File: config.mk
export PLATFORM = sky130hd
export DESIGN_NAME = pll_clock_resync_config
export DESIGN_NICKNAME = d
export VERILOG_FILES = /design/src/pll_clock_resync_pkg.sv /design/src/pll_clock_resync_config.sv
export VERILOG_INCLUDE_DIRS = /design/src /design/src/src
export SDC_FILE = /design/constraint.sdc
export NUM_CORES = 1
export LEC_CHECK = 0
export BUFFER_PORTS_ARGS = -buffer_cell sky130_fd_sc_hd__buf_2
export CAP_MARGIN = 15
export CELL_PAD_IN_SITES_DETAIL_PLACEMENT = 0
export CELL_PAD_IN_SITES_GLOBAL_PLACEMENT = 1
export CORE_AREA = 2 2 112 114
export CTS_CLUSTER_SIZE = 20
export DETAILED_ROUTE_END_ITERATION = 7
export DIE_AREA = 0 0 114 116
export PLACE_DENSITY = 0.64
export REMOVE_ABC_BUFFERS = 1
export SETUP_SLACK_MARGIN = 0.05
export SYNTH_ARGS = -nofsm -noshare
export SYNTH_HDL_FRONTEND = slang
export SYNTH_SLANG_ARGS = --single-unit
File: constraint.sdc
create_clock -name clk -period 3.55 [get_ports clk]
set_clock_uncertainty 0.05 [all_clocks]
set_input_delay 0.355 -clock clk [delete_from_list [all_inputs] [get_ports clk]]
set_output_delay 0.355 -clock clk [all_outputs]
set_load 0.02 [all_outputs]
File: src/pll_clock_resync_cfg.svh
`ifndef PLL_CLOCK_RESYNC_CFG_SVH
`define PLL_CLOCK_RESYNC_CFG_SVH

// Register offsets.
`define OFS_REF_PIN_SELECT      8'h12
`define OFS_RESYNC_CONTROL      8'h13
`define OFS_PRE_DIVIDER         8'h14
`define OFS_INT_MULTIPLIER      8'h15
`define OFS_FRACTION_UPPER      8'h16

// Reset values.
`define RST_REF_PIN_SELECT      8'h00
`define RST_RESYNC_CONTROL      8'h10
`define RST_PRE_DIVIDER         8'h01
`define RST_INT_MULTIPLIER      8'h08
`define RST_FRACTION_UPPER      8'h00

// Field positions.
`define REF_PIN_CHOICE_MSB      2
`define REF_PIN_CHOICE_LSB      0
`define AUTO_REALIGN_ON_BIT     4
`define MANUAL_REALIGN_REQ_BIT  0
`define PRE_DIV_MSB             6
`define PRE_DIV_LSB             3
`define INT_MULT_MSB            5
`define INT_MULT_LSB            0
`define FRAC_UPPER_MSB          5
`define FRAC_UPPER_LSB          0

// Pin choice codes.
`define REF_PIN_CODE_ZERO       3'h3
`define REF_PIN_CODE_TWO        3'h5

`endif

File: src/pll_clock_resync_pkg.sv
`default_nettype none
package pll_clock_resync_pkg;

  typedef enum logic [3:0] {
    ST_RUN    = 4'h1,
    ST_HALT   = 4'h2,
    ST_RESUME = 4'h4,
    ST_AUTO   = 4'h8
  } align_state_t;

endpackage
`default_nettype wire

File: src/pll_clock_resync_config.sv
// Operation
// Pin choice code 011 picks pin zero, 101 pin two, others mute.
// Auto realign bit 4 resets to one; writing zero disables it.
// With auto realign on, realign clocks just before leaving standby.
// Manual request one halts converter, pump and oversampling clocks by reset.
// Clearing the request restarts the clocks at the next frame start.
// Pre-divider bits 6..3 give factor code plus one; host avoids 1111.
// Integer multiplier code is J directly; host avoids code zero.
// Bits 5..0 are upper fraction part; host keeps D at most 9999.
// In automatic clock setup the programmed P, J, D are ignored.
// Post multiplier factor is the 4-bit code plus one.
// Host writes reserved bits with reset values, changes PLL while idle.
`timescale 1ns/1ps
`default_nettype none
`include "pll_clock_resync_cfg.svh"

module pll_clock_resync_config (
  input  wire logic       clk,
  input  wire logic       nrst,
  input  wire logic       regWrEn,
  input  wire logic       regRdEn,
  input  wire logic [7:0] regAddr,
  input  wire logic [7:0] regWrData,
  output logic      [7:0] regRdData_r,
  output logic            regRdValid_r,
  input  wire logic       frameStart,
  input  wire logic       standbyExitReq,
  input  wire logic       autoClockSetup,
  input  wire logic [3:0] autoPreDivCode,
  input  wire logic [5:0] autoIntMult,
  input  wire logic [5:0] autoFracUpper,
  input  wire logic [3:0] pllPostMultCode,
  input  wire logic [3:0] autoPostMultCode,
  output logic            refPinZeroSel_r,
  output logic            refPinTwoSel_r,
  output logic            refMuted_r,
  output logic            audioClkHalt_r,
  output logic            normalOpGo_r,
  output logic      [4:0] preDivFactor_r,
  output logic      [5:0] intMult_r,
  output logic      [5:0] fracUpper_r,
  output logic      [4:0] postMultFactor_r
);

  logic [7:0] refSel_r;
  logic [7:0] refSel_nxt;
  logic [7:0] resyncCtl_r;
  logic [7:0] resyncCtl_nxt;
  logic [7:0] preDiv_r;
  logic [7:0] preDiv_nxt;
  logic [7:0] intMultReg_r;
  logic [7:0] intMultReg_nxt;
  logic [7:0] fracReg_r;
  logic [7:0] fracReg_nxt;
  logic [7:0] rdData_nxt;
  logic       rdValid_nxt;

  always_comb begin
    refSel_nxt     = refSel_r;
    resyncCtl_nxt  = resyncCtl_r;
    preDiv_nxt     = preDiv_r;
    intMultReg_nxt = intMultReg_r;
    fracReg_nxt    = fracReg_r;
    rdValid_nxt    = regRdEn;
    rdData_nxt     = regRdData_r;
    if (regWrEn) begin
      unique case (regAddr)
        `OFS_REF_PIN_SELECT: refSel_nxt = regWrData;
        `OFS_RESYNC_CONTROL: resyncCtl_nxt = regWrData;
        `OFS_PRE_DIVIDER:    preDiv_nxt = regWrData;
        `OFS_INT_MULTIPLIER: intMultReg_nxt = regWrData;
        `OFS_FRACTION_UPPER: fracReg_nxt = regWrData;
        default: ;
      endcase
    end
    if (regRdEn) begin
      unique case (regAddr)
        `OFS_REF_PIN_SELECT: rdData_nxt = refSel_r;
        `OFS_RESYNC_CONTROL: rdData_nxt = resyncCtl_r;
        `OFS_PRE_DIVIDER:    rdData_nxt = preDiv_r;
        `OFS_INT_MULTIPLIER: rdData_nxt = intMultReg_r;
        `OFS_FRACTION_UPPER: rdData_nxt = fracReg_r;
        default:             rdData_nxt = 8'h00;
      endcase
    end
  end

  always_ff @(posedge clk) begin
    if (!nrst) begin
      refSel_r     <= `RST_REF_PIN_SELECT;
      // auto realign default
      resyncCtl_r  <= `RST_RESYNC_CONTROL;
      preDiv_r     <= `RST_PRE_DIVIDER;
      intMultReg_r <= `RST_INT_MULTIPLIER;
      fracReg_r    <= `RST_FRACTION_UPPER;
      regRdData_r  <= 8'h00;
      regRdValid_r <= 1'b0;
    end else begin
      refSel_r     <= refSel_nxt;
      resyncCtl_r  <= resyncCtl_nxt;
      preDiv_r     <= preDiv_nxt;
      intMultReg_r <= intMultReg_nxt;
      fracReg_r    <= fracReg_nxt;
      regRdData_r  <= rdData_nxt;
      regRdValid_r <= rdValid_nxt;
    end
  end

  logic [2:0] refPinChoice;
  logic       autoRealignOn;
  logic       manualRealignRequest;
  logic       zeroSel_nxt;
  logic       twoSel_nxt;
  logic       muted_nxt;
  logic [4:0] preDivFactor_nxt;
  logic [5:0] intMult_nxt;
  logic [5:0] fracUpper_nxt;
  logic [4:0] postMult_nxt;

  assign refPinChoice         = refSel_r[`REF_PIN_CHOICE_MSB:`REF_PIN_CHOICE_LSB];
  assign autoRealignOn        = resyncCtl_r[`AUTO_REALIGN_ON_BIT];
  assign manualRealignRequest = resyncCtl_r[`MANUAL_REALIGN_REQ_BIT];

  always_comb begin
    // reference pin decode
    zeroSel_nxt = (refPinChoice == `REF_PIN_CODE_ZERO);
    twoSel_nxt  = (refPinChoice == `REF_PIN_CODE_TWO);
    muted_nxt   = !(zeroSel_nxt || twoSel_nxt);
    // automatic setup override
    if (autoClockSetup) begin
      // factor is code plus one
      preDivFactor_nxt = {1'b0, autoPreDivCode} + 5'h01;
      // J taken directly
      intMult_nxt      = autoIntMult;
      // upper fraction part
      fracUpper_nxt    = autoFracUpper;
      // post factor code plus one
      postMult_nxt     = {1'b0, autoPostMultCode} + 5'h01;
    end else begin
      // factor is code plus one
      preDivFactor_nxt = {1'b0, preDiv_r[`PRE_DIV_MSB:`PRE_DIV_LSB]} + 5'h01;
      // J taken directly
      intMult_nxt      = intMultReg_r[`INT_MULT_MSB:`INT_MULT_LSB];
      // upper fraction part
      fracUpper_nxt    = fracReg_r[`FRAC_UPPER_MSB:`FRAC_UPPER_LSB];
      // post factor code plus one
      postMult_nxt     = {1'b0, pllPostMultCode} + 5'h01;
    end
  end

  always_ff @(posedge clk) begin
    if (!nrst) begin
      refPinZeroSel_r  <= 1'b0;
      refPinTwoSel_r   <= 1'b0;
      refMuted_r       <= 1'b1;
      preDivFactor_r   <= 5'h01;
      intMult_r        <= 6'h00;
      fracUpper_r      <= 6'h00;
      postMultFactor_r <= 5'h01;
    end else begin
      refPinZeroSel_r  <= zeroSel_nxt;
      refPinTwoSel_r   <= twoSel_nxt;
      refMuted_r       <= muted_nxt;
      preDivFactor_r   <= preDivFactor_nxt;
      intMult_r        <= intMult_nxt;
      fracUpper_r      <= fracUpper_nxt;
      postMultFactor_r <= postMult_nxt;
    end
  end

  // Realignment sequencer: the three audio clocks are held in synchronous
  // reset while halted and released on a frame start.
  pll_clock_resync_pkg::align_state_t state_r;
  pll_clock_resync_pkg::align_state_t state_nxt;
  logic halt_nxt;
  logic go_nxt;

  always_comb begin
    state_nxt = state_r;
    go_nxt    = 1'b0;
    unique case (state_r)
      pll_clock_resync_pkg::ST_RUN: begin
        // manual halt
        if (manualRealignRequest) begin
          state_nxt = pll_clock_resync_pkg::ST_HALT;
        // realign before normal mode
        end else if (standbyExitReq && autoRealignOn) begin
          state_nxt = pll_clock_resync_pkg::ST_AUTO;
        end else if (standbyExitReq) begin
          go_nxt = 1'b1;
        end
      end
      pll_clock_resync_pkg::ST_HALT: begin
        // wait for request clear
        if (!manualRealignRequest) begin
          state_nxt = pll_clock_resync_pkg::ST_RESUME;
        end
      end
      pll_clock_resync_pkg::ST_RESUME: begin
        if (manualRealignRequest) begin
          state_nxt = pll_clock_resync_pkg::ST_HALT;
        // resume at frame start
        end else if (frameStart) begin
          state_nxt = pll_clock_resync_pkg::ST_RUN;
        end
      end
      pll_clock_resync_pkg::ST_AUTO: begin
        // release at frame start
        if (frameStart) begin
          state_nxt = pll_clock_resync_pkg::ST_RUN;
          go_nxt    = 1'b1;
        end
      end
    endcase
    halt_nxt = (state_nxt != pll_clock_resync_pkg::ST_RUN);
  end

  always_ff @(posedge clk) begin
    if (!nrst) begin
      state_r        <= pll_clock_resync_pkg::ST_RUN;
      audioClkHalt_r <= 1'b0;
      normalOpGo_r   <= 1'b0;
    end else begin
      state_r        <= state_nxt;
      audioClkHalt_r <= halt_nxt;
      normalOpGo_r   <= go_nxt;
    end
  end

endmodule

`default_nettype wire

# ---- Word-level counts from Yosys, hierarchy flattened
# Cells that the tools add are included.
dict set report word_totals {
  reg_bits 80
  out_inout_bits 36
  word_cells 57
  inputBits 47
}
dict set report classes {
  addsub 4
  muxes 16
  n_eq_ne 12
  reduce_logical 8
}
# cell count
set ops {}
lappend ops {{$eq 8x5->1 const B} 5}
lappend ops {{$pmux 8 s5} 1}
lappend ops {{$add 4x1->5 const B} 4}
lappend ops {{$mux 4} 5}
lappend ops {{$pmux 4 s4} 1}
lappend ops {{$mux 6} 2}
lappend ops {{$mux 5} 2}
lappend ops {{$reduce_and 2->1} 5}
lappend ops {{$eq 4x1->1 const B} 1}
lappend ops {{$eq 4x2->1 const B} 1}
lappend ops {{$eq 4x3->1 const B} 1}
lappend ops {{$eq 4x4->1 const B} 1}
lappend ops {{$mux 1} 4}
lappend ops {{$ne 4x1->1 const B} 1}
lappend ops {{$eq 3x2->1 const B} 1}
lappend ops {{$eq 3x3->1 const B} 1}
lappend ops {{$pmux 1 s2} 1}
lappend ops {{$logic_and 1x1->1} 1}
lappend ops {{$logic_not 1->1} 1}
lappend ops {{$logic_or 1x1->1} 1}

# ---- Longest topological paths before layout
dict set report depth {
  word_depth 5
  ltp_mapped 7
  ltp_nobuf 4
}

# ---- Least setup slack after synthesis
# OpenSTA, ideal clock, no wires.
dict set report synth_timing {
  path_type {input-to-reg}
  start {input port regAddr[5]}
  end {register intMultReg_r[3]}
  path_buffers 1
  setup_slack_ns 1.514
  arrival_time_ns 1.859
  t_required_ns 3.373
  setup_ns 0.127
  cell_stages 5
  path_cell_list {or4b_4 > buf_6 > nor4_4 > mux2i_1 > nand2_1}
}
dict set report synth_via {
  elab_chain_len 2
}
# item line
set synth_lines {}
lappend synth_lines {{start: declaration} pll_clock_resync_config.sv:22} ;# input wire logic [7:0] regAddr,
lappend synth_lines {{$eq 8x5->1} pll_clock_resync_config.sv:67} ;# unique case (regAddr)
lappend synth_lines {{$reduce_and 2->1 (no source line)} -}
lappend synth_lines {{end signal: assignment} pll_clock_resync_config.sv:94} ;# intMultReg_r <= `RST_INT_MULTIPLIER;
lappend synth_lines {{end signal: assignment} pll_clock_resync_config.sv:102} ;# intMultReg_r <= intMultReg_nxt;
lappend synth_lines {{end: declaration} pll_clock_resync_config.sv:51} ;# logic [7:0] intMultReg_r;
# Every way passes these cells.
# A chain may end at the register's enable or synchronous reset.

# ---- Worst setup path in the final report
dict set report layout_timing {
  start {input port regAddr[5]}
  end {register regRdData_r[6]}
}
dict set report layout_via {
  elab_chain_len 2
  elab_cells_between_ends 6
  cone_classes {eq/ne (5); mux (1)}
}
# item line
set layout_lines {}
lappend layout_lines {{$eq 8x5->1} pll_clock_resync_config.sv:77} ;# unique case (regAddr)
lappend layout_lines {{$pmux 8 s5 (*)} pll_clock_resync_config.sv:77}
lappend layout_lines {{end signal: assignment} pll_clock_resync_config.sv:104} ;# regRdData_r <= rdData_nxt;
lappend layout_lines {{end: declaration} pll_clock_resync_config.sv:24} ;# output logic [7:0] regRdData_r,
# Mark *: on every way between the ends. The rest lies on a longest branch, timed or not.

==> flow_metrics.tcl <==
set metrics [dict create \
    numPortBuffers 82 \
    critical_path.endpoint_type "flop" \
    io_pins 83 \
    max_cap_viol_count 0 \
    routed_wl_mm 9.43 \
    die_outline_area_um2 13200 \
    mostFrequentLayoutCells "buf_2, dfxtp_1, mux2i_1" \
    tritoncts.num_buffers 9 \
    stdcell_count 598 \
    detail_route.drc_violations 0 \
    synth_seq_cells 80 \
    numPlacedInstances 586 \
    synthCells 382 \
    drt_pass1_iterations 4 \
    mostFrequentLayoutCell "buf_2" \
    run_status "finished clean" \
    post_synth.cell_area_avg_um2 9.19 \
    row_count 40 \
    clkSinkCount 80 \
    gpl.final_weighted_congestion 0.792 \
    seq_power_share_pct 46.2 \
    worstPathMaxFanout 18 \
    area_overhead_of_the_layout_relative_to_synthesis_pct 22.5 \
    power.density_nw_per_um2 469 \
    antenna_found_initial 0 \
    drt-wirelength-per-cell_um 15.8 \
    synth_seq_area_share_pct 45.6 \
    postSynth.asyncResetShare_pct 0 \
    postCtsSetupRepairBufs 0 \
    setup_viol_count_final 0 \
    total_congestion_overflow 0 \
    die_height_um 116 \
    power.net_switching_uw 459 \
    timing_worst_slew_pin_value_ns 1.04 \
    critPathMaxStageDelay_ns 0.92 \
    dp_hpwl_mm 6.37 \
    clock_latency_ns 0.33 \
    post_route_cells_drive_above_1_share_pct 26.8 \
    cts_root_buffer "clkbuf_16" \
    power.share.switching_pct 22.8 \
    hp-class "input pin to flop" \
    internal_power_uw 1560 \
    resize_count_post_cts 0 \
    vdd_drop_max_mv 0.189 \
    power.clock.fraction_pct 44.9 \
    ctsLongestPathBuffers 2 \
    hold_buffers 0 \
    cp_num_buf_inv 1 \
    drtAntennaViolNets 0 \
    dr.first_iter.drc_count 125 \
    timing.max_slew.rel_slack_pct 29.9 \
    cp_required_ns 3.76 \
    syn-cell-area_um2 3510 \
    globalRouteTotalUtil_pct 14.4 \
    cellLeakagePower_uw 0.00183 \
    maxClockFrequency_mhz 448 \
    setup_repair_after_global_routing_missed_its_margin "false" \
    grt_pass1_vias 2748 \
    crit_type "input pin to flop" \
    post_drt_via_cell_ratio 4.83 \
    yosysUniqueCellTypes 47 \
    totalNegativeSetupSlack_ns 0 \
    cp_cell_sequence "buf_2 > or4b_4 > nor4b_1 > a22oi_1 > a31oi_1" \
    final_total_power_uw 2020 \
    dr_total_vias 2890 \
    hold_viol_final 0 \
    comb_power_share_pct 8.9 \
    core_area_um2 11900 \
    arrival_time_worst_endpoint_ns 2.44 \
    grt_start_max_net_pins 55 \
    final_max_slew_viol_count 0 \
    synthesis.yosys.warnings 0 \
    antennaDiodeCount 0 \
    clk_pin_slew_worst_paths_ns 0.06 \
    htree_num_levels 3 \
    path_delay_family "simple AND/OR/NAND/NOR gates" \
    count_of_flip_flops_with_a_built_in_enable_after_synthesis 0 \
    cts_tree "built" \
    finalWorstPathRequiredPeriod_ns 2.23 \
    fin_crit_sh_pct 62.8 \
    initial_utilization_pct 29.5 \
    synth_flop_cell "dfxtp_1" \
    grt_first_pass_wirelength_mm 14.6 \
    start_kind "input pin" \
    critPathSlowestCell "nor4b_1" \
    final_nets 499 \
    die-width_um 114 \
]
## through the flow
stage | utilization [%] | hold WS [ns] | area, um^2 | setup slack [ns]
after floorplan | - | 0.367 | 3390 | 1.07
after global placement | 33.7 | 0.388 | 4020 | 0.918
after detailed placement | 33.7 | 0.394 | 4020 | 0.969
after CTS | 36.1 | 0.202 | 4300 | 1.31
after global routing | 36.1 | 0.210 | 4300 | 1.21
final | 36.1 | 0.212 | 4300 | 1.32
## cell families (layout without fill, tap and decap cells)
logic type	Yosys count	after routing	share of synthesized area, %
compound gates	62	62	11.2
xor+xnor	5	5	1.25
fa+ha+maj	2	2	0.713
buf+inv	36	105	4.17
flops	80	80	45.6
mux	61	61	17.9
simple gates	136	136	19.1
## power by group through the flow
stage	Clock [uW]	Sequential [uW]	Combinational, uW
3_5_place_dp	0	951	181
2_1_floorplan	0	974	67.2
6_report	906	931	179
5_1_grt	971	933	196
4_1_cts	932	931	181
3_3_place_gp	0	951	181
## flip-flops by register name, indices dropped and copies added, names as in the netlist, 6 cells and up
register / cells
fracReg_r: 8
fracUpper_r: 6
intMultReg_r: 8
intMult_r: 6
preDiv_r: 8
refSel_r: 8
regRdData_r: 8
resyncCtl_r: 8
## synth_stat cells, types with 2 or more instances
| cell | count | share of area [%] |
|---|---|---|
| or3b_2 | 2 | 0.50 |
| clkbuf_1 | 22 | 2.4 |
| xnor2_1 | 2 | 0.50 |
| mux2i_1 | 47 | 13 |
| a31oi_1 | 9 | 1.6 |
| nor3_1 | 13 | 1.9 |
| nand4_1 | 2 | 0.36 |
| buf_1 | 4 | 0.43 |
| nor2_1 | 41 | 4.4 |
| a22oi_1 | 5 | 1.1 |
| buf_2 | 3 | 0.43 |
| nor2b_1 | 2 | 0.36 |
| mux2_2 | 14 | 4.5 |
| o21bai_1 | 4 | 0.86 |
| ha_1 | 2 | 0.71 |
| nand2b_1 | 3 | 0.53 |
| and2_1 | 3 | 0.53 |
| o2111a_1 | 2 | 0.64 |
| nor4b_1 | 3 | 0.75 |
| nor3b_1 | 6 | 1.3 |
| dfxtp_1 | 80 | 46 |
| a211oi_1 | 2 | 0.43 |
| or4_1 | 2 | 0.43 |
| xor2_1 | 3 | 0.75 |
| a21oi_1 | 19 | 2.7 |
| nand3_1 | 9 | 1.3 |
| a31o_2 | 2 | 0.50 |
| nand2_1 | 42 | 4.5 |
| o21ai_0 | 11 | 1.6 |
| inv_1 | 6 | 0.64 |
## final cells by class
class,count,area (um^2)
Clock buffer,11,253
Clock inverter,1,30.0
Fill cell,1266,7610
Inverter,6,22.5
Multi-Input combinational cell,266,1760
Sequential cell,80,1600
Tap cell,147,184
Timing Repair Buffer,87,448
## worst min-delay path, delay by kind of cell
family | cells | cell delay [ns]
and+or+nand+nor | 1 | 0.07
muxes | 1 | 0.05
buffers and inverters | 1 | 0.08
## per-layer routing
| metal | routed length [um] | track usage (%) |
|---|---|---|
| met4 | 74 | 4.88 |
| met3 | 352 | 2.82 |
| met1 | 4410 | 19.0 |
| met2 | 4590 | 23.8 |
| met5 | 0 | 0 |
## worst paths after layout
path / slack [ns] / start / depth (start not counted) / end
min: 0.21 / autoIntMult[4] / 3 / intMult_r[4]
min reg2reg: 0.40 / resyncCtl_r[1] / 2 / resyncCtl_r[1]
max: 1.32 / regAddr[5] / 5 / regRdData_r[6]
max reg2reg: 1.94 / state_r[3] / 4 / audioClkHalt_r
Note: power is estimated with default switching activity, not from simulation.
